===== config.mk =====
export PLATFORM = sky130hd
export DESIGN_NAME = uart_flow_ctrl
export DESIGN_NICKNAME = d
export VERILOG_FILES = /design/src/hw/uart_fc_pkg.sv /design/src/hw/uart_flow_ctrl.sv
export SDC_FILE = /design/constraint.sdc
export NUM_CORES = 1
export LEC_CHECK = 0
export ABC_CLOCK_PERIOD_IN_PS = 6400
export BUFFER_PORTS_ARGS = -buffer_cell sky130_fd_sc_hd__buf_2
export CORE_MARGIN = 1.5
export CORE_UTILIZATION = 50
export CTS_BUF_LIST = sky130_fd_sc_hd__clkbuf_2 sky130_fd_sc_hd__clkbuf_4 sky130_fd_sc_hd__clkbuf_8
export CTS_CLUSTER_DIAMETER = 30
export DETAILED_ROUTE_END_ITERATION = 16
export GPL_TIMING_DRIVEN = 0
export PLACE_DENSITY = 0.73
export SETUP_SLACK_MARGIN = 0.1
export SLEW_MARGIN = 15
export SYNTH_ARGS = -nofsm -noshare
export SYNTH_HDL_FRONTEND = slang
export SYNTH_SLANG_ARGS = --single-unit

===== constraint.sdc =====
create_clock -name pclk -period 6.4 [get_ports pclk]
set_clock_uncertainty 0.15 [all_clocks]
set_input_delay 0.64 -clock pclk [delete_from_list [all_inputs] [get_ports pclk]]
set_output_delay 0.64 -clock pclk [all_outputs]
set_load 0.01 [all_outputs]

===== src/hw/uart_fc_pkg.sv =====
// Constants and carrier types for the UART flow-control block.
// Assumes one 20 MHz APB clock shared by receiver and transmitter.
package uart_fc_pkg;
   // Register indices; byte address is four times the index
   localparam logic [2:0] IDX_DATA = 3'h0;  // Rx holding / tx holding
   localparam logic [2:0] IDX_IER  = 3'h1;  // Interrupt enable
   localparam logic [2:0] IDX_ISR  = 3'h2;  // Status / FIFO ctrl / feature
   localparam logic [2:0] IDX_LCR  = 3'h3;  // Line control
   localparam logic [2:0] IDX_MCR  = 3'h4;  // Modem ctrl / resume char 1
   localparam logic [2:0] IDX_LSR  = 3'h5;  // Line status / resume char 2
   // Indices 6 and 7 hold pause chars 1 and 2 in the enhanced bank
   localparam logic [7:0] LCR_ENH  = 8'hbf;  // Opens enhanced bank
   // Reset values
   localparam logic [7:0] IER_RST  = 8'h02;  // Tx interrupt enabled
   localparam logic [7:0] ZERO_RST = 8'h00;
   // Field positions
   localparam int EFR_SPECIAL = 5;
   localparam int EFR_ARTS    = 6;
   localparam int EFR_ACTS    = 7;
   localparam int IER_RX      = 0;
   localparam int IER_THR     = 1;
   localparam int IER_PAUSE   = 5;
   localparam int IER_RTS     = 6;
   localparam int IER_CTS     = 7;
   localparam int MCR_RTS     = 1;
   localparam int MCR_IRQEN   = 3;
   localparam int MCR_ANYRES  = 5;
   // Interrupt status codes, highest priority first, except time-out outranks rx ready
   localparam logic [5:0] ISR_RXRDY = 6'h04;
   localparam logic [5:0] ISR_RXTO  = 6'h0c;
   localparam logic [5:0] ISR_THRE  = 6'h02;
   localparam logic [5:0] ISR_PAUSE = 6'h10;
   localparam logic [5:0] ISR_HWFC  = 6'h20;
   localparam logic [5:0] ISR_NONE  = 6'h01;
   // Receive trigger table, indexed by the FIFO ctrl trigger field
   localparam logic [6:0] RX_TRIG [4] = '{7'd8, 7'd16, 7'd56, 7'd60};
   localparam logic [6:0] RX_HI   [4] = '{7'd16, 7'd56, 7'd60, 7'd60};
   localparam logic [6:0] RX_LO   [4] = '{7'd0, 7'd8, 7'd16, 7'd56};
   // Time-out: four characters of ten bit times each
   localparam logic [5:0] TIMEOUT_BITS = 6'd40;
   // Character carrier
   typedef struct packed {
      logic       valid;
      logic [7:0] data;
   } char_type;
   // Flow-control sender states
   typedef enum logic [1:0] {
      ST_IDLE   = 2'b00,
      ST_FIRST  = 2'b01,
      ST_SECOND = 2'b10
   } fc_state_type;
endpackage : uart_fc_pkg


===== src/hw/uart_flow_ctrl.sv =====
// One UART channel's flow control, receive FIFO and interrupt logic.
// Assumes a receiver and transmitter on pclk; pins pass two flip-flops.
`timescale 1ns/1ps
`default_nettype none
//
// Function
// Feature bits 6/7 enable auto RTS/CTS
// CTS rise flags status bit5, halts after char
// CTS low again resumes transmission
// Interrupt at trigger, RTS off at next level
// RTS back on at level below trigger
// Receiver keeps filling FIFO until full
// Pause chars matched, transmit halts after char
// Pause match sets flag, raises interrupt
// Resume match restarts transmit, clears flag
// Modem bit5 lets any character resume
// Reset clears four character registers
// Consumed flow characters never enter FIFO
// Auto-send pause above, resume below level
// Special char vs pause 2, stored, flagged
// Software disables flow control in special mode
// Compare only word-length bits, LSB aligned
// Interrupt enable bits 5-7 gate flow interrupts
// Reset leaves tx-empty interrupt pending, enabled
// Status shows one source; CTS/RTS lowest
// Rx ready and time-out share enable bit0
// Time-out four chars, never empty, restartable
// Select pin or modem bit3 enables irq
// Enhanced registers only when line ctrl BFh
module uart_flow_ctrl
   import uart_fc_pkg::*;
#(
   parameter int DEPTH = 64                        // Receive FIFO depth
) (
   input  wire logic                pclk,
   input  wire logic                presetn,
   input  wire logic                psel,
   input  wire logic                penable,
   input  wire logic                pwrite,
   input  wire logic [7:0]          paddr,
   input  wire logic [31:0]         pwdata,
   output var  logic [31:0]         prdata,
   output var  logic                pready,
   output var  logic                pslverr,
   input  wire uart_fc_pkg::char_type rx_in,         // Received character
   input  wire logic                rx_stop_center,   // Centre of stop bit
   input  wire logic                bit_tick,         // One per bit time
   input  wire logic                tx_busy,          // Char being shifted
   output var  uart_fc_pkg::char_type tx_data,       // Holding reg to tx
   input  wire logic                tx_data_taken,
   output var  uart_fc_pkg::char_type fc_out,        // Pause/resume to send
   input  wire logic                fc_taken,
   output var  logic                tx_allow,         // Start next char
   input  wire logic                cts_pin,
   output var  logic                rts_pin,
   input  wire logic                irq_tristate_select_pin,
   output var  logic                irq_out_chan_a,
   output var  logic                irq_oe_n
);
   import uart_fc_pkg::*;

   // Word-length masked compare
   function automatic logic ch_eq(input logic [7:0] a, input logic [7:0] b,
                                  input logic [1:0] wl);
      logic [7:0] m;
      m = 8'hff >> (2'd3 - wl);
      return (a & m) == (b & m);
   endfunction : ch_eq

   logic [7:0]  lcr_q, ier_q, mcr_q, efr_q, fcr_q;  // Control registers
   logic [7:0]  chr_q [4];                          // Resume1/2, pause1/2
   logic        cts_m_q, cts_s_q, cts_p_q;          // CTS sync and history
   logic        sel_m_q, sel_s_q;                   // Select pin sync
   logic [7:0]  mem [DEPTH];                        // Receive FIFO storage
   logic [5:0]  wp_q, rp_q;                         // FIFO pointers
   logic [6:0]  cnt_q;                              // FIFO fill
   logic        ovr_q;                              // Overrun
   logic [7:0]  held_q, spill_q;                    // Double-mode parking
   logic        held_v_q, held_kind_q, spill_v_q;
   logic        pause_q;                            // Tx suspended by pause
   logic        pflag_q, hwflag_q, thre_q;          // Pending sources
   logic [5:0]  to_cnt_q;                           // Time-out bit counter
   logic        to_q;                               // Time-out pending
   logic        xsent_q, kind_q;                    // Auto-send state
   fc_state_type st_q;

   // Bus decode
   wire       setup  = psel & ~penable;
   wire       acc    = psel & penable & pready;
   wire       wr     = acc & pwrite;
   wire       rd     = acc & ~pwrite;
   wire [2:0] idx    = paddr[4:2];
   wire       mapped = (paddr[7:5] == 3'h0) && (paddr[1:0] == 2'h0);
   wire       enh    = lcr_q == LCR_ENH;
   wire       gen    = ~lcr_q[7];                   // General bank
   wire       pop    = rd & gen & (idx == IDX_DATA) & (cnt_q != 7'd0);
   wire       isr_rd = rd & gen & (idx == IDX_ISR);
   wire       lsr_rd = rd & gen & (idx == IDX_LSR);
   wire       thr_wr = wr & gen & (idx == IDX_DATA);

   // Receive compare; modes from feature bits 1:0
   wire [1:0] wl     = lcr_q[1:0];
   wire [7:0] rxc    = rx_in.data;
   wire       v      = rx_in.valid;
   wire       single = efr_q[1] ^ efr_q[0];
   wire       dbl    = efr_q[1] & efr_q[0];
   wire       p_one  = ch_eq(rxc, efr_q[1] ? chr_q[2] : chr_q[3], wl);
   wire       r_one  = ch_eq(rxc, efr_q[1] ? chr_q[0] : chr_q[1], wl);
   wire       f_p    = ch_eq(rxc, chr_q[2], wl);
   wire       f_r    = ch_eq(rxc, chr_q[0], wl);
   wire       sec_ok = ch_eq(rxc, held_kind_q ? chr_q[1] : chr_q[3], wl);
   wire       dbl_ok = v & dbl & held_v_q & sec_ok;
   wire       p_hit  = v & single & p_one | dbl_ok & ~held_kind_q;
   wire       r_hit  = v & single & r_one & ~p_one | dbl_ok & held_kind_q;
   wire       h_new  = v & dbl & ~held_v_q & (f_p | f_r);
   wire       consume = p_hit | r_hit | h_new;
   wire       push_h = v & dbl & held_v_q & ~sec_ok;
   wire       push_c = v & ~consume & ~push_h;
   wire       any_r  = v & mcr_q[MCR_ANYRES] & pause_q & ~p_hit;
   wire       resume = r_hit | any_r;
   wire       special = v & efr_q[EFR_SPECIAL] & ch_eq(rxc, chr_q[3], wl);
   wire       push   = push_h | push_c | spill_v_q;
   wire [7:0] pdata  = push_h ? held_q : (spill_v_q ? spill_q : rxc);
   wire       full   = cnt_q == 7'(DEPTH);

   // Trigger levels
   wire [6:0] trig   = RX_TRIG[fcr_q[7:6]];
   wire [6:0] hi     = RX_HI[fcr_q[7:6]];
   wire [6:0] lo     = RX_LO[fcr_q[7:6]];
   wire       at_hi  = cnt_q >= hi;
   wire       at_lo  = cnt_q <= lo;

   // Hardware flow
   wire       cts_rise = cts_s_q & ~cts_p_q;
   wire       rts_d    = efr_q[EFR_ARTS] ? (at_hi | (rts_pin & ~at_lo))
                                         : ~mcr_q[MCR_RTS];
   wire       rts_rise = efr_q[EFR_ARTS] & rts_d & ~rts_pin;
   wire       halt     = efr_q[EFR_ACTS] & cts_s_q | pause_q;

   // Interrupt priority encoder
   wire       rx_src  = ier_q[IER_RX] & ((cnt_q >= trig) | to_q);
   wire       thr_src = ier_q[IER_THR] & thre_q;
   wire [5:0] int_status_reg     = rx_src  ? (to_q ? ISR_RXTO : ISR_RXRDY) :
                        thr_src ? ISR_THRE :
                        pflag_q ? ISR_PAUSE :
                        hwflag_q ? ISR_HWFC : ISR_NONE;
   wire [7:0] line_status_reg     = {1'b0, ~tx_data.valid & ~tx_busy, ~tx_data.valid,
                         3'h0, ovr_q, cnt_q != 7'd0};

   // Read mux
   wire [7:0] rd_byte = !mapped ? 8'h00 :
                        enh && idx == IDX_ISR ? efr_q :
                        enh && idx[2] ? chr_q[idx[1:0]] :
                        !gen && idx != IDX_LCR ? 8'h00 :
                        idx == IDX_DATA ? mem[rp_q] :
                        idx == IDX_IER ? ier_q :
                        idx == IDX_ISR ? {fcr_q[0], fcr_q[0], int_status_reg} :
                        idx == IDX_LCR ? lcr_q :
                        idx == IDX_MCR ? mcr_q :
                        idx == IDX_LSR ? line_status_reg : 8'h00;

   // APB answer: one wait-free access phase after setup
   always_ff @(posedge pclk or negedge presetn) begin
      if (!presetn) begin
         pready  <= 1'b0;
         pslverr <= 1'b0;
         prdata  <= 32'h0;
      end else begin
         pready  <= setup;
         pslverr <= setup & ~mapped;
         if (setup) begin
            prdata <= {24'h0, rd_byte};
         end
      end
   end

   // Control registers; enhanced ones only in the BFh bank
   always_ff @(posedge pclk or negedge presetn) begin
      if (!presetn) begin
         lcr_q <= ZERO_RST;
         ier_q <= IER_RST;
         mcr_q <= ZERO_RST;
         efr_q <= ZERO_RST;
         fcr_q <= ZERO_RST;
      end else if (wr && mapped) begin
         if (idx == IDX_LCR) lcr_q <= pwdata[7:0];
         if (gen && idx == IDX_IER) ier_q <= pwdata[7:0];
         if (gen && idx == IDX_MCR) mcr_q <= pwdata[7:0];
         if (gen && idx == IDX_ISR) fcr_q <= pwdata[7:0];
         if (enh && idx == IDX_ISR) efr_q <= pwdata[7:0];
      end
   end

   // Four character registers, cleared by reset
   for (genvar i = 0; i < 4; i++) begin : g_chr
      always_ff @(posedge pclk or negedge presetn) begin
         if (!presetn) begin
            chr_q[i] <= ZERO_RST;
         end else if (wr && mapped && enh && idx[2] && idx[1:0] == 2'(i)) begin
            chr_q[i] <= pwdata[7:0];
         end
      end
   end

   // Pin synchronisers; first stage read only by the second
   always_ff @(posedge pclk or negedge presetn) begin
      if (!presetn) begin
         cts_m_q <= 1'b0;
         cts_s_q <= 1'b0;
         cts_p_q <= 1'b0;
         sel_m_q <= 1'b0;
         sel_s_q <= 1'b0;
      end else begin
         cts_m_q <= cts_pin;
         cts_s_q <= cts_m_q;
         cts_p_q <= cts_s_q;
         sel_m_q <= irq_tristate_select_pin;
         sel_s_q <= sel_m_q;
      end
   end

   // FIFO write side; accepts while not full regardless of RTS
   always_ff @(posedge pclk) begin
      if (push && !full) begin
         mem[wp_q] <= pdata;
      end
   end

   // FIFO pointers, fill and overrun
   always_ff @(posedge pclk or negedge presetn) begin
      if (!presetn) begin
         wp_q  <= 6'h0;
         rp_q  <= 6'h0;
         cnt_q <= 7'h0;
         ovr_q <= 1'b0;
      end else begin
         if (push && !full) wp_q <= wp_q + 6'h1;
         if (pop) rp_q <= rp_q + 6'h1;
         cnt_q <= cnt_q + 7'(push && !full) - 7'(pop);
         ovr_q <= (push & full) | (ovr_q & ~lsr_rd);
      end
   end

   // Double-mode parking of a first match; spill replays a mismatch
   always_ff @(posedge pclk or negedge presetn) begin
      if (!presetn) begin
         held_q      <= 8'h0;
         held_v_q    <= 1'b0;
         held_kind_q <= 1'b0;
         spill_q     <= 8'h0;
         spill_v_q   <= 1'b0;
      end else begin
         held_v_q  <= h_new | (held_v_q & dbl & ~v);
         spill_v_q <= push_h;
         if (push_h) spill_q <= rxc;
         if (h_new) begin
            held_q      <= rxc;
            held_kind_q <= ~f_p;
         end
      end
   end

   // Pause state, flags; set beats clear
   always_ff @(posedge pclk or negedge presetn) begin
      if (!presetn) begin
         pause_q  <= 1'b0;
         pflag_q  <= 1'b0;
         hwflag_q <= 1'b0;
         thre_q   <= 1'b1;
      end else begin
         pause_q  <= p_hit | (pause_q & ~resume);
         pflag_q  <= ((p_hit | special) & ier_q[IER_PAUSE])
                     | (pflag_q & ~resume & ~(isr_rd && int_status_reg == ISR_PAUSE));
         hwflag_q <= (cts_rise & efr_q[EFR_ACTS] & ier_q[IER_CTS])
                     | (rts_rise & ier_q[IER_RTS])
                     | (hwflag_q & ~(isr_rd && int_status_reg == ISR_HWFC));
         thre_q   <= (tx_data_taken & tx_data.valid)
                     | (thre_q & ~thr_wr & ~(isr_rd && int_status_reg == ISR_THRE));
      end
   end

   // Time-out counter in bit times, restarted by stop bit or read
   always_ff @(posedge pclk or negedge presetn) begin
      if (!presetn) begin
         to_cnt_q <= 6'h0;
         to_q     <= 1'b0;
      end else if (rx_stop_center || pop || cnt_q == 7'd0) begin
         to_cnt_q <= 6'h0;
         to_q     <= 1'b0;
      end else if (bit_tick && !to_q) begin
         to_cnt_q <= to_cnt_q + 6'h1;
         to_q     <= to_cnt_q == TIMEOUT_BITS - 6'h1;
      end
   end

   // Holding register, transmit gate, RTS and interrupt pin
   always_ff @(posedge pclk or negedge presetn) begin
      if (!presetn) begin
         tx_data  <= '0;
         tx_allow <= 1'b1;
         rts_pin  <= 1'b1;
         irq_out_chan_a <= 1'b0;
         irq_oe_n <= 1'b1;
      end else begin
         if (thr_wr) tx_data <= {1'b1, pwdata[7:0]};
         else if (tx_data_taken) tx_data.valid <= 1'b0;
         // Gates only the next start; a char in flight still finishes
         tx_allow <= ~halt;
         rts_pin  <= rts_d;
         irq_out_chan_a <= int_status_reg != ISR_NONE;
         irq_oe_n <= ~(sel_s_q | mcr_q[MCR_IRQEN]);
      end
   end

   // Automatic pause/resume sender, one or two characters
   wire [1:0] txm  = efr_q[3:2];
   wire       need = (txm != 2'b00) & (xsent_q ? at_lo : at_hi);
   always_ff @(posedge pclk or negedge presetn) begin
      if (!presetn) begin
         st_q    <= ST_IDLE;
         fc_out  <= '0;
         xsent_q <= 1'b0;
         kind_q  <= 1'b0;
      end else begin
         case (st_q)
            ST_IDLE: begin
               if (need) begin
                  st_q    <= ST_FIRST;
                  kind_q  <= xsent_q;
                  xsent_q <= ~xsent_q;
                  fc_out  <= {1'b1, xsent_q ?
                             (txm == 2'b01 ? chr_q[1] : chr_q[0]) :
                             (txm == 2'b01 ? chr_q[3] : chr_q[2])};
               end
            end
            ST_FIRST: begin
               if (fc_taken && txm == 2'b11) begin
                  st_q   <= ST_SECOND;
                  fc_out <= {1'b1, kind_q ? chr_q[1] : chr_q[3]};
               end else if (fc_taken) begin
                  st_q   <= ST_IDLE;
                  fc_out <= '0;
               end
            end
            ST_SECOND: begin
               if (fc_taken) begin
                  st_q   <= ST_IDLE;
                  fc_out <= '0;
               end
            end
            default: begin
               st_q   <= ST_IDLE;
               fc_out <= '0;
            end
         endcase
      end
   end
endmodule : uart_flow_ctrl
`default_nettype wire


==> After elaboration in Yosys (flattened, before gate mapping) <==
Memories as Yosys holds them, arrays and structs flattened.
Cells that the tools add are included.
{ "totals": {"ff_bits": 163, "ramBits": 512, "input_bits": 61, "output_inout_bits": 56, "mem_count": 1} }
{ "classes": {"addsub": 6, "order_cmp": 5, "eq_ne": 27, "shift": 1, "muxes": 54, "n_bitwise": 115, "reduce_logical": 40} }
{ "memory_table": {"columns": ["name", "depth", "word_bits", "read_ports", "rd_ports_with_merged_regs", "write_ports", "line", "source"], "rows": [
  ["mem", 64, 8, 1, 0, 1, "uart_flow_ctrl.sv:74", "logic [7:0] mem [DEPTH];"]
]} }
{ "op_table": {"columns": ["cell", "count"], "rows": [
  ["two-way mux 8 bit", 20],
  ["AND 1 bit", 57],
  ["AND 8 bit", 7],
  ["two-way mux 7 bit", 7],
  ["equality test 8 bit", 6],
  ["binary-select mux 7 bit (select 2 bit)", 3],
  ["two-way mux 6 bit", 6],
  ["NOT 1 bit", 28],
  ["two-way mux 9 bit", 3],
  ["case mux 9 bit (3 select lines)", 1],
  ["logical AND 1 bit", 20],
  ["bitwise OR 1 bit", 20],
  ["adder 6 x 1 -> 6 bit, second input constant", 3],
  ["binary-select mux 8 bit (select 2 bit)", 1],
  [">= comparator 7 bit", 2],
  ["equality test 6 bit, second input constant", 2],
  ["AND reduction 2 bit", 6],
  ["equality test 2 bit, second input constant", 4],
  ["equality test 8 bit, second input constant", 1],
  ["two-way mux 1 bit", 8],
  [">> shifter 8 x 2 -> 8 bit, first input constant", 1],
  ["adder 7 x 1 -> 7 bit", 1],
  ["equality test 7 bit, second input constant", 1],
  ["<= comparator 7 bit", 1],
  ["other kinds (24)", 39]
]} }

==> Longest topological paths before layout <==
Gate-level depths: netlist of the first run.
{ "depth": {"depth_word": 17, "ltp_mapped": 19, "depth_no_buf": 17} }

==> Least setup slack after synthesis of the first run <==
Ideal clock, no wire load.
{ "synth_path": {"path_kind": "in2reg", "start": "input rx_in[5] (netlist name)", "end": "memory mem[0][6] (data pin)", "setup_ps": 702, "arrival_time_ps": 4756, "required_ps": 5548, "setup_slack_ps": 792, "path_stages": 8, "path_buffers": 3, "cell_sequence": "buf_2 > o21bai_1 > mux2i_1 > or4_1 > o2111a_1 > buf_2 > buf_1 > o21ai_0"} }
{ "synth_via": {"elab_chain_len": 5} }
{ "synth_rtl": {"columns": ["element", "line", "source"], "rows": [
  ["from (decl)", "uart_flow_ctrl.sv:45", "input wire uart_fc_pkg::char_type rx_in,"],
  ["AND 8 bit", "uart_flow_ctrl.sv:67", "return (a & m) == (b & m);"],
  ["equality test 8 bit", "uart_flow_ctrl.sv:67", null],
  ["NOT 1 bit", "uart_flow_ctrl.sv:117", "wire push_h = v & dbl & held_v_q & ~sec_ok;"],
  ["AND 1 bit", "uart_flow_ctrl.sv:117", null],
  ["named net push_h", "uart_flow_ctrl.sv:117", null],
  ["two-way mux 8 bit", "uart_flow_ctrl.sv:123", "wire [7:0] pdata = push_h ? held_q : (spill_v_q ? spill_q : rxc);"],
  ["named net pdata[6]", "uart_flow_ctrl.sv:123", null],
  ["to (decl)", "uart_flow_ctrl.sv:74", null]
]} }
The timed path passes the listed nets, and every way through them passes these cells.

==> Final worst setup path of the first run <==
{ "layout_path": {"start": "register lcr_q[0]", "end": "register cnt_q[6]"} }
{ "layout_via": {"elab_chain_len": 17} }
{ "layout_rtl": {"columns": ["element", "line", "source"], "rows": [
  ["from (decl)", "uart_flow_ctrl.sv:70", "logic [7:0] lcr_q, ier_q, mcr_q, efr_q, fcr_q;"],
  ["from (signal assigned)", "uart_flow_ctrl.sv:186", "if (idx == IDX_LCR) lcr_q <= pwdata[7:0];"],
  ["subtractor 2 bit *", "uart_flow_ctrl.sv:66", "m = 8'hff >> (2'd3 - wl);"],
  [">> shifter 8 x 2 -> 8 bit *", "uart_flow_ctrl.sv:66", null],
  ["AND 8 bit", "uart_flow_ctrl.sv:67", null],
  ["equality test 8 bit", "uart_flow_ctrl.sv:67", null],
  ["AND 1 bit (tied with other cells)", "uart_flow_ctrl.sv:112", "wire dbl_ok = v & dbl & held_v_q & sec_ok;"],
  ["AND 1 bit (on tied branches)", "uart_flow_ctrl.sv:113, uart_flow_ctrl.sv:114", null],
  ["bitwise OR 1 bit (on tied branches)", "uart_flow_ctrl.sv:113, uart_flow_ctrl.sv:114", null],
  ["bitwise OR 1 bit (2 in series)", "uart_flow_ctrl.sv:116", "wire consume = p_hit | r_hit | h_new;"],
  ["NOT 1 bit", "uart_flow_ctrl.sv:118", "wire push_c = v & ~consume & ~push_h;"],
  ["AND 1 bit (2 in series)", "uart_flow_ctrl.sv:118", null],
  ["bitwise OR 1 bit * (2 in series)", "uart_flow_ctrl.sv:122", "wire push = push_h | push_c | spill_v_q;"],
  ["logical AND 1 bit *", "uart_flow_ctrl.sv:239", "cnt_q <= cnt_q + 7'(push && !full) - 7'(pop);"],
  ["adder 7 x 1 -> 7 bit *", "uart_flow_ctrl.sv:239", null],
  ["subtractor 7 x 1 -> 7 bit *", "uart_flow_ctrl.sv:239", null],
  ["to (signal assigned)", "uart_flow_ctrl.sv:239", null],
  ["to (decl)", "uart_flow_ctrl.sv:76", "logic [6:0] cnt_q;"]
]} }
Every way passes the cells marked *; elsewhere a longest branch is shown, timed or not.
A chain may end at the register's enable or synchronous reset.

==> run_results.csv, run 1 <==
group,metric,value,unit
critical_path,reg2reg_depth,18,
cells_and_area,drive_above_1_share,32.23,%
grt,first_global_vias,17140,
die,fp.dieW,243.5,µm
critical_path,crit_path_max_fanout,10,
grt,grt_first_pass_wirelength,111400,µm
timing,hold_viol,0,
placed_design,dp_hpwl,50030,µm
die,fp.dieArea,59280,µm²
detailed_routing,avgViaCountPerCell,6.132,
grt,grt_start_max_net_pins,97,
clocking,cts.repair.resized,0,
synthesis,ys_async_sr_fraction,23.58,%
detailed_routing,wl,75360,µm
cells_and_area,stdcell_area,33590,µm²
placed_design,placed_cell_area,30670,µm²
synthesis,yosys.area.top_type,"edfxtp_1",
timing,grt_setup_unrepaired,"no",
hold_path,min_to,"ier_q[3]$_DFFE_PN0P_",
die,fp.dieH,243.5,µm
clocking,clk_latency,750,ps
status,status,"complete, no violations",
synthesis,syn-cell-area,28910,µm²
synthesis,ys.flop_type,"edfxtp_1",
clocking,cts.sinks,670,
detailed_routing,drcViolationCount,0,
detailed_routing,wl_met3,6809,µm
pwr,ir_worst_vdd,0.2227,mV
timing,setup_violations,0,
hold_path,hp-start,"pwdata[3]",
hold_path,hold-path-cell-count,3,
synthesis,synth_area_leaders,"edfxtp_1, mux4_2, dfrtp_1",
synthesis,netlist_top_cells_count,"edfxtp_1, mux4_2, dfrtp_1",
critical_path,rrSetupSlack,1690,ps
synthesis,syn_avg_cell_area,17.02,µm²
grt,grt_antenna_before_repair,0,
detailed_routing,ant_nets,0,
critical_path,reg2reg_to,"cnt_q[6]$_DFF_PN0_",
timing,worstMarginPinSlew,1209,ps
timing,min_period,4706,ps
detailed_routing,drt_pre_antenna_iters,7,
critical_path,worstSetupPathType,"flip-flop to flip-flop",
synthesis,yosys_warnings,0,
die,pin_count,117,
timing,relSlewSlack,19.42,%
synthesis,synth_seq_cells,670,
cells_and_area,final_core_util,59.12,%
synthesis,yosysTopAreaCellShare,53.17,%
die,core-area,56820,µm²
placed_design,port_buffers,56,
detailed_routing,top_layer_used,"met4",
clocking,cts-root-buf,"clkbuf_8",
grt,grt_usage,25.71,%
detailed_routing,wl_per_cell,27.12,µm
clocking,htreeDepth,3,
hold_path,hp-class,"primary input to flip-flop",
job,max_cap_viol_count,0,
cells_and_area,synthToLayoutAreaGrowth,16.19,%
detailed_routing,wl_met1,29040,µm
timing,fin_crit_sh,73.53,%
pwr,power_density,325.4,nW/µm²
timing,slew_violations,0,
detailed_routing,vias,17042,
detailed_routing,drt_iter0_drc,2178,
synthesis,synth.distinct_cells,73,
synthesis,synth_edf_count,512,
cells_and_area,nets,2006,
critical_path,worstPathRequired,6900,ps
clocking,cts_max_path_buffers,3,
cells_and_area,antenna_cells,0,
synthesis,seq_area_frac_synth,66.87,%
critical_path,setup.worst_path.start_class,"flip-flop",
placed_design,gp_congestion,0.9469,
timing,fmax,0.2125,GHz
critical_path,reg2reg_from,"lcr_q[0]$_DFFE_PN0P_",
critical_path,endpoint_kind,"flip-flop",
clocking,cts_buffers,120,
grt,overflow,0,
synthesis,syn_inst,1699,
clocking,cts_tree,"built",
critical_path,worstPathArrival,5210,ps
detailed_routing,wl_met2,36290,µm
die,start_util,50.89,%
clocking,path_clk_slew,60,ps
synthesis,yosysMostFrequentCell,"edfxtp_1",
timing,whs,138.2,ps
pwr,leakage,11.88,nW
die,rows,87,
[per-layer routing]
layer	vias to the layer above	track usage [%]
li1	7115	-
met1	8770	34.06
met2	968	40.82
met3	189	5.552
met4	0	12.11
met5	-	0
[how the worst max path moves through the flow]
stage	from	endpoint	slack, ps	depth (start not counted)
final	lcr_q[0]$_DFFE_PN0P_	cnt_q[6]$_DFF_PN0_	1690	18
after global routing	lcr_q[1]$_DFFE_PN0P_	cnt_q[6]$_DFF_PN0_	1440	18
after CTS	lcr_q[0]$_DFFE_PN0P_	cnt_q[6]$_DFF_PN0_	1720	19
after detailed placement	rx_in[5]	cnt_q[6]$_DFF_PN0_	1670	19
after global placement	rx_in[5]	mem[30][0]$_DFFE_PP_	-1970	8
after floorplan	rx_in[5]	mem[0][6]$_DFFE_PP_	790	8
[worst max-delay path, stage by stage, from the launching register on]
cell and delay, ps:
dfrtp_1 400, clkbuf_1 250, o21bai_1 280, mux2i_1 100
or4_1 600, nor3_1 580, nor4_4 190, nor2_4 200
buf_4 290, ha_1 160, inv_1 40, ha_1 200
fa_1 440, a21oi_1 160, nor2_1 60, o21ai_0 170
a21oi_1 90, nor2_1 120, xnor2_1 130
[layout by cell type (no fill, tap or decap), types with 19 or more instances in the layout]
cell       instances
edfxtp_1         512
mux4_2           174
dfrtp_1          153
clkbuf_8         130
nor2_1           109
mux2_2            95
buf_2             91
nand2_1           77
mux2i_1           45
a21oi_1           43
clkbuf_1          40
xor2_1            39
o21ai_0           38
inv_1             34
buf_4             34
clkbuf_4          30
conb_1            24
ha_1              23
nand3_1           19
bufinv_16         19
[cells by family (layout without fill, tap and decap cells)]
kind of cell / count (synthesis) / in the layout / synth area share [%]
and+or+nand+nor: 305 / 305 / 5.102
DFF: 670 / 670 / 66.87
other: 1 / 24 / 0.01297
muxes: 314 / 314 / 18.81
adders and majority gates: 24 / 24 / 1.065
buffers and inverters: 155 / 456 / 2.549
AOI/OAI and AO/OA: 173 / 173 / 3.864
xor gates and xnor gates: 57 / 57 / 1.727
[power by group]
| part | switching (mW) | total [mW] | internal (mW) |
|---|---|---|---|
| sequential | 0.0831 | 4.96 | 4.88 |
| clock | 1.83 | 4.67 | 2.84 |
| combinational | 0.800 | 1.30 | 0.498 |
[through the flow]
step | std cells | worst slack [ps] | total power [mW] | TNS [ps]
after floorplan | 1722 | 792.4 | 5.885 | 0
after global placement | 2534 | -1971 | 6.265 | -804120
after detailed placement | 2551 | 1672 | 6.329 | 0
after CTS | 2779 | 1719 | 10.98 | 0
after global routing | 2779 | 1443 | 11.29 | 0
final | 2779 | 1694 | 10.93 | 0
[cell type report]
cell class              count  area [µm²]
plain buffers             121       611.8
clock buffers             160        2014
clock inverters            64       855.8
fillers                  4213       23230
inverters                  34       127.6
multi-input cells         897        9087
flip-flops and latches    670       19330
well taps                 756       945.9
repair buffers             77       616.8
[registers in the layout, indices dropped and copies added (netlist names), 2 cells and up]
signal / count
chr_q: 32
cnt_q: 7
efr_q: 8
fc_out: 9
fcr_q: 3
held_q: 8
ier_q: 8
lcr_q: 8
mcr_q: 8
mem: 512
prdata: 8
rp_q: 6
spill_q: 8
st_q: 2
to_cnt_q: 6
tx_data: 9
wp_q: 6
[repair_timing]
item                                    4_1_cts  5_1_grt
endpoints found under the setup margin        0        0
buffers inserted                              0        0
hold buffers                                  4        0
hold endpoints to repair                     62        0
Note: power is estimated with default switching activity, not from simulation.
==> run 2, diff against run 1 <==
--- a/config.mk
+++ b/config.mk
@@ -5,7 +5,7 @@
 export SDC_FILE = /design/constraint.sdc
 export NUM_CORES = 1
 export LEC_CHECK = 0
-export ABC_CLOCK_PERIOD_IN_PS = 6400
+export ABC_CLOCK_PERIOD_IN_PS = 4700
 export BUFFER_PORTS_ARGS = -buffer_cell sky130_fd_sc_hd__buf_2
 export CORE_MARGIN = 1.5
 export CORE_UTILIZATION = 50
==> constraint.sdc (replaced) <==
create_clock -name pclk -period 4.7 [get_ports pclk]
set_clock_uncertainty 0.15 [all_clocks]
set_input_delay 0.47 -clock pclk [delete_from_list [all_inputs] [get_ports pclk]]
set_output_delay 0.47 -clock pclk [all_outputs]
set_load 0.01 [all_outputs]
==> run 2 against run 1 <==
  * Highest routed layer is now met5
  * Total power is 32% higher
  * Critical path type unchanged
  * Sequential power is 36% higher
  * First-iteration DRC count is 7.4% lower
  * Count of clock-buffer cells in the layout is 10 lower
  * Non-clock buffer count is 13 higher
==> run_results.csv, run 2 (same netlist as run 1, synthesis figures left out) <==
group,metric,value,unit
placed_design,dp_hpwl,50420,µm
critical_path,reg2reg_from,"rp_q[1]$_DFFE_PN0P_",
cells_and_area,top_register,"mem",
clocking,cts_buffers,117,
grt,grt_usage,25.81,%
critical_path,cp-endpoint,"prdata[7]$_DFFE_PN0P_",
critical_path,endpoint_kind,"flip-flop",
timing,hold_viol,0,
timing,fin_crit_sh,93.60,%
cells_and_area,final_cells,2788,
critical_path,setup.worst_path.start_class,"flip-flop",
cells_and_area,layout_commonest_cell,"edfxtp_1",
timing,worstMarginPinSlew,1301,ps
detailed_routing,vias,16893,
clocking,clk_latency,720,ps
die,pin_count,117,
critical_path,crit_path_max_fanout,10,
pwr,power_density,430.4,nW/µm²
detailed_routing,drt_iter0_drc,2016,
critical_path,worstPathRequired,5150,ps
critical_path,reg2reg_depth,11,
status,status,"complete, no violations",
detailed_routing,ant_nets,0,
pwr,leakage,11.87,nW
grt,grt_antenna_before_repair,2,
critical_path,reg2reg_to,"prdata[7]$_DFFE_PN0P_",
detailed_routing,wl,75420,µm
grt,first_global_vias,17258,
clocking,cts_tree,"built",
die,start_util,50.89,%
cells_and_area,nets,2016,
timing,grt_setup_unrepaired,"no",
detailed_routing,avgViaCountPerCell,6.059,
placed_design,post-place-ws,35.75,ps
pwr,ir_worst_vdd,0.3396,mV
timing,fin_ws,300.6,ps
critical_path,startpoint,"rp_q[1]$_DFFE_PN0P_",
clocking,cts_max_path_buffers,3,
grt,grt_start_max_net_pins,108,
timing,relSlewSlack,13.27,%
job,max_cap_viol_count,0,
cells_and_area,largest_register_ffs,512,
clocking,htreeDepth,3,
clocking,cts-root-buf,"clkbuf_8",
die,core-area,56820,µm²
cells_and_area,drive_above_1_share,32.40,%
cells_and_area,fillers,4230,
die,rows,87,
critical_path,worstPathArrival,4850,ps
die,fp.dieH,243.5,µm
clocking,path_clk_slew,60,ps
placed_design,port_buffers,56,
die,fp.dieArea,59280,µm²
critical_path,rrSetupSlack,300,ps
grt,grt_first_pass_wirelength,111600,µm
detailed_routing,drcViolationCount,0,
cells_and_area,synthToLayoutAreaGrowth,16.04,%
detailed_routing,drt_pre_antenna_iters,7,
timing,setup_violations,0,
cells_and_area,largestRegisters,"mem: 512 flops, chr_q: 32 flops",
detailed_routing,wl_per_cell,27.05,µm
hold_path,hp-class,"primary input to flip-flop",
timing,slew_violations,0,
cells_and_area,final_cell_mix,"edfxtp_1, mux4_2, dfrtp_1",
grt,overflow,0,
pwr,design_power_total,14.44,mW
timing,min_period,4399,ps
placed_design,gp_congestion,0.9276,
critical_path,worstSetupPathType,"flip-flop to flip-flop",
timing,fmax,0.2273,GHz
placed_design,dp.cells,2551,
clocking,cts.sinks,670,
die,fp.dieW,243.5,µm
-- run 2: changes by cell type in the layout (fill, tap and decap cells not counted), moves of 2 or more --
cell and change:
clkinv_2 +13, clkinv_1 -3, clkbuf_4 -6, clkinv_8 -2
inv_12 +3, buf_2 +4, clkbuf_8 -4, bufinv_16 -6
buf_16 +2, dlygate4sd3_1 +9, clkbuf_1 -2, inv_6 +3
o21ai_0 -2
-- run 2: worst min-delay path by stage --
stage | startpoint | end | cells after the start
final | paddr[0] | pslverr$_DFF_PN0_ | 4
after global routing | rx_in[4] | held_q[4]$_DFFE_PN0P_ | 2
after CTS | rx_in[4] | held_q[4]$_DFFE_PN0P_ | 2
after detailed placement | cts_m_q$_DFF_PN0_ | cts_s_q$_DFF_PN0_ | 0
after global placement | sel_m_q$_DFF_PN0_ | sel_s_q$_DFF_PN0_ | 0
after floorplan | presetn | chr_q[0]$_DFFE_PN0P_ | 0
-- run 2: per-stage QoR --
stage          TNS (ps)  area, µm²  util (%)  hold WS, ps
4_1_cts               0      33470     58.91        10.71
5_1_grt               0      33550     59.04        47.36
2_1_floorplan   -326720      29000         -        24.41
6_report              0      33550     59.05        56.73
3_3_place_gp   -1539480      30230     53.20        192.3
3_5_place_dp          0      30680     53.99        199.8
-- run 2: layout make-up --
cell class	count	area, µm²	area share [%]
clock buffers	150	1914	5.706
well taps	756	945.9	2.819
clock inverters	69	735.7	2.193
multi-input cells	897	9115	27.17
repair buffers	91	748.2	2.230
diodes	1	2.502	0.007458
inverters	34	127.6	0.3804
plain buffers	120	628.1	1.872
flip-flops and latches	670	19330	57.63
-- run 2: worst max-delay path, cell delays in order, from the launching register on --
cell and delay, ps:
dfrtp_1 410, buf_2 310, clkbuf_1 940, clkbuf_1 830, mux4_2 430, a22oi_1 250
nand2_1 110, a21oi_1 190, a21oi_1 140, a21oi_1 270, o2111a_1 200, a21oi_1 40
-- run 2: per-layer routing --
layer	track usage (%)	part of all wire (%)
met4	11.11	4.3
met5	0	0.017
met3	6.268	9.1
met1	33.56	38
met2	41.64	48
-- run 2: power by group --
part	leakage (nW)	internal (mW)	switching, mW
clock	1.38	3.43	2.46
combinational	3.80	0.691	1.10
sequential	6.69	6.64	0.112
-- run 2: timing repair --
action / in CTS / in global routing
buffers inserted: 1 / 4
endpoints found under the setup margin: 1 / 3
hold endpoints to repair: 109 / 0
hold buffers: 13 / 0
pin swaps: 1 / 3
resized for setup: 3 / 14
==> run 3, diff against run 2 <==
--- a/config.mk
+++ b/config.mk
@@ -6,14 +6,14 @@
 export NUM_CORES = 1
 export LEC_CHECK = 0
 export ABC_CLOCK_PERIOD_IN_PS = 4700
-export BUFFER_PORTS_ARGS = -buffer_cell sky130_fd_sc_hd__buf_2
 export CORE_MARGIN = 1.5
 export CORE_UTILIZATION = 50
 export CTS_BUF_LIST = sky130_fd_sc_hd__clkbuf_2 sky130_fd_sc_hd__clkbuf_4 sky130_fd_sc_hd__clkbuf_8
 export CTS_CLUSTER_DIAMETER = 30
 export DETAILED_ROUTE_END_ITERATION = 16
+export DONT_BUFFER_PORTS = 1
 export GPL_TIMING_DRIVEN = 0
-export PLACE_DENSITY = 0.73
+export PLACE_DENSITY = 0.71
 export SETUP_SLACK_MARGIN = 0.1
 export SLEW_MARGIN = 15
 export SYNTH_ARGS = -nofsm -noshare
==> run 3 against run 2 <==
  * Setup slack improved by 14 ps
  * Sequential power barely moved
  * Utilization rose by 0.33 points
  * Clock power rose by 8.3%
  * Wire length rose by 2.4%
  * Critical endpoint is now prdata[3]$_DFFE_PN0P_
  * Global-route usage rose by 0.88 points
  * Critical path type unchanged
  * Cell count fell by 0.65%
  * Combinational power barely moved
  * Critical path depth fell by 2
  * Die area did not move
==> run_results.csv, run 3 (same netlist as run 1, synthesis figures left out) <==
group,metric,value,unit
critical_path,crit_path_max_fanout,10,
detailed_routing,drt_pre_antenna_iters,6,
pwr,leakage,11.81,nW
timing,whs,69.15,ps
job,max_cap_viol_count,0,
critical_path,reg2reg_from,"rp_q[1]$_DFFE_PN0P_",
cells_and_area,final_cell_mix,"edfxtp_1, mux4_2, dfrtp_1",
clocking,htreeDepth,4,
placed_design,gp_congestion,0.9420,
status,status,"complete, no violations",
grt,grt_antenna_before_repair,1,
grt,overflow,0,
timing,min_period,4386,ps
placed_design,dp.cells,2496,
detailed_routing,wl_per_cell,27.88,µm
die,core-area,56820,µm²
pwr,ir_worst_vdd,0.3309,mV
cells_and_area,top_register,"mem",
timing,slew_violations,0,
critical_path,path_cells,"buf_2 -> clkbuf_1 -> clkbuf_1 -> mux4_2 -> mux2i_1 -> a21oi_1 -> mux4_2 -> o211ai_1 -> o211ai_1",
critical_path,worstSetupPathType,"flip-flop to flip-flop",
timing,grt_setup_unrepaired,"no",
die,pin_count,117,
cells_and_area,antenna_cells,0,
clocking,clk_latency,810,ps
clocking,cts_max_path_buffers,3,
die,rows,87,
critical_path,endpoint_kind,"flip-flop",
cells_and_area,layout_commonest_cell,"edfxtp_1",
hold_path,hold-path-cell-count,4,
grt,first_global_vias,17321,
detailed_routing,drt_iter0_drc,1902,
hold_path,min_to,"fc_out[3]$_DFFE_PN0P_",
detailed_routing,avgViaCountPerCell,6.068,
critical_path,reg2reg_to,"prdata[3]$_DFFE_PN0P_",
clocking,cts-root-buf,"clkbuf_8",
timing,worstMarginPinSlew,1283,ps
cells_and_area,fillers,4253,
hold_path,hp-class,"primary input to flip-flop",
cells_and_area,final_cells,2770,
detailed_routing,wl,77230,µm
critical_path,worstPathRequired,5200,ps
grt,grt_start_max_net_pins,159,
cells_and_area,largest_register_ffs,512,
critical_path,worstPathArrival,4890,ps
cells_and_area,largestRegisters,"mem: 512 flops, chr_q: 32 flops",
detailed_routing,ant_nets,0,
clocking,cts_tree,"built",
die,fp.dieH,243.5,µm
critical_path,critPathSlowestCell,"clkbuf_1",
critical_path,slowest_delay,920,ps
detailed_routing,vias,16809,
clocking,cts_buffers,132,
pwr,power_density,442.4,nW/µm²
timing,finalSetupTns,0,ps
grt,grt_usage,26.69,%
clocking,path_clk_slew,60,ps
cells_and_area,synthToLayoutAreaGrowth,16.68,%
hold_path,hp-start,"fc_taken",
placed_design,dp_hpwl,50670,µm
timing,fmax,0.2280,GHz
cells_and_area,nets,1996,
critical_path,setup.worst_path.start_class,"flip-flop",
critical_path,rrSetupSlack,310,ps
placed_design,port_buffers,0,
die,fp.dieW,243.5,µm
die,fp.dieArea,59280,µm²
timing,fin_crit_sh,93.31,%
timing,hold_viol,0,
detailed_routing,drcViolationCount,0,
timing,relSlewSlack,14.49,%
cells_and_area,drive_above_1_share,30.78,%
clocking,cts.sinks,670,
die,start_util,50.89,%
grt,grt_first_pass_wirelength,113800,µm
timing,setup_violations,0,
critical_path,reg2reg_depth,9,
## run 3: metal layers
layer  GRT usage (%)  wire [µm]
met1           34.22      29540
met5               0          0
met2           43.38      38060
met4           13.28       3297
met3           5.651       6327
## run 3: worst max path at each step
| stage | from | endpoint | slack, ps | cells past startpoint |
|---|---|---|---|---|
| floorplan | rx_in[5] | mem[0][0]$_DFFE_PP_ | -730 | 8 |
| global placement | lcr_q[0]$_DFFE_PN0P_ | mem[16][5]$_DFFE_PP_ | -4090 | 8 |
| detailed placement | lcr_q[0]$_DFFE_PN0P_ | cnt_q[6]$_DFF_PN0_ | 2 | 19 |
| CTS | lcr_q[0]$_DFFE_PN0P_ | cnt_q[6]$_DFF_PN0_ | 120 | 19 |
| global route | held_kind_q$_DFFE_PN0P_ | cnt_q[6]$_DFF_PN0_ | 90 | 19 |
| finish | rp_q[1]$_DFFE_PN0P_ | prdata[3]$_DFFE_PN0P_ | 310 | 9 |
## run 3: stage by stage
| step | instance area [µm²] | utilization, % | setup slack (ps) | power [mW] |
|---|---|---|---|---|
| floorplan | 29000 | - | -729.3 | 8.012 |
| global placement | 29950 | 52.70 | -4087 | 8.479 |
| detailed placement | 30370 | 53.45 | 1.717 | 8.569 |
| CTS | 33630 | 59.18 | 121.9 | 14.98 |
| global route | 33740 | 59.37 | 87.47 | 15.43 |
| finish | 33740 | 59.37 | 314.2 | 14.93 |
## run 3: report_power, final
part / switching [mW] / internal [mW]
Sequential: 0.124 / 6.65
Clock: 2.60 / 3.78
Combinational: 1.09 / 0.682
Total: 3.81 / 11.1
## run 3: area by class of cell
class	count	area, µm²	share of cell area [%]
well taps	756	945.9	2.804
inverters	34	127.6	0.3783
plain buffers	120	628.1	1.862
flip-flops and latches	670	19330	57.31
multi-input cells	897	9139	27.09
clock inverters	71	773.2	2.292
repair buffers	56	660.6	1.958
clock buffers	166	2128	6.308
## run 3: critical path, delay by kind of cell, from the launching register on
family,cells,cell delay [ps]
DFF,1,390
AOI/OAI and AO/OA,3,520
muxes,3,1200
buffers and inverters,3,1970
## run 3: repair_timing
action,CTS,global route
pin swaps,1,2
hold buffers,33,0
endpoints found under the hold margin,251,0
resized for setup,2,16
endpoints found under the setup margin,1,3
setup buffers,0,5
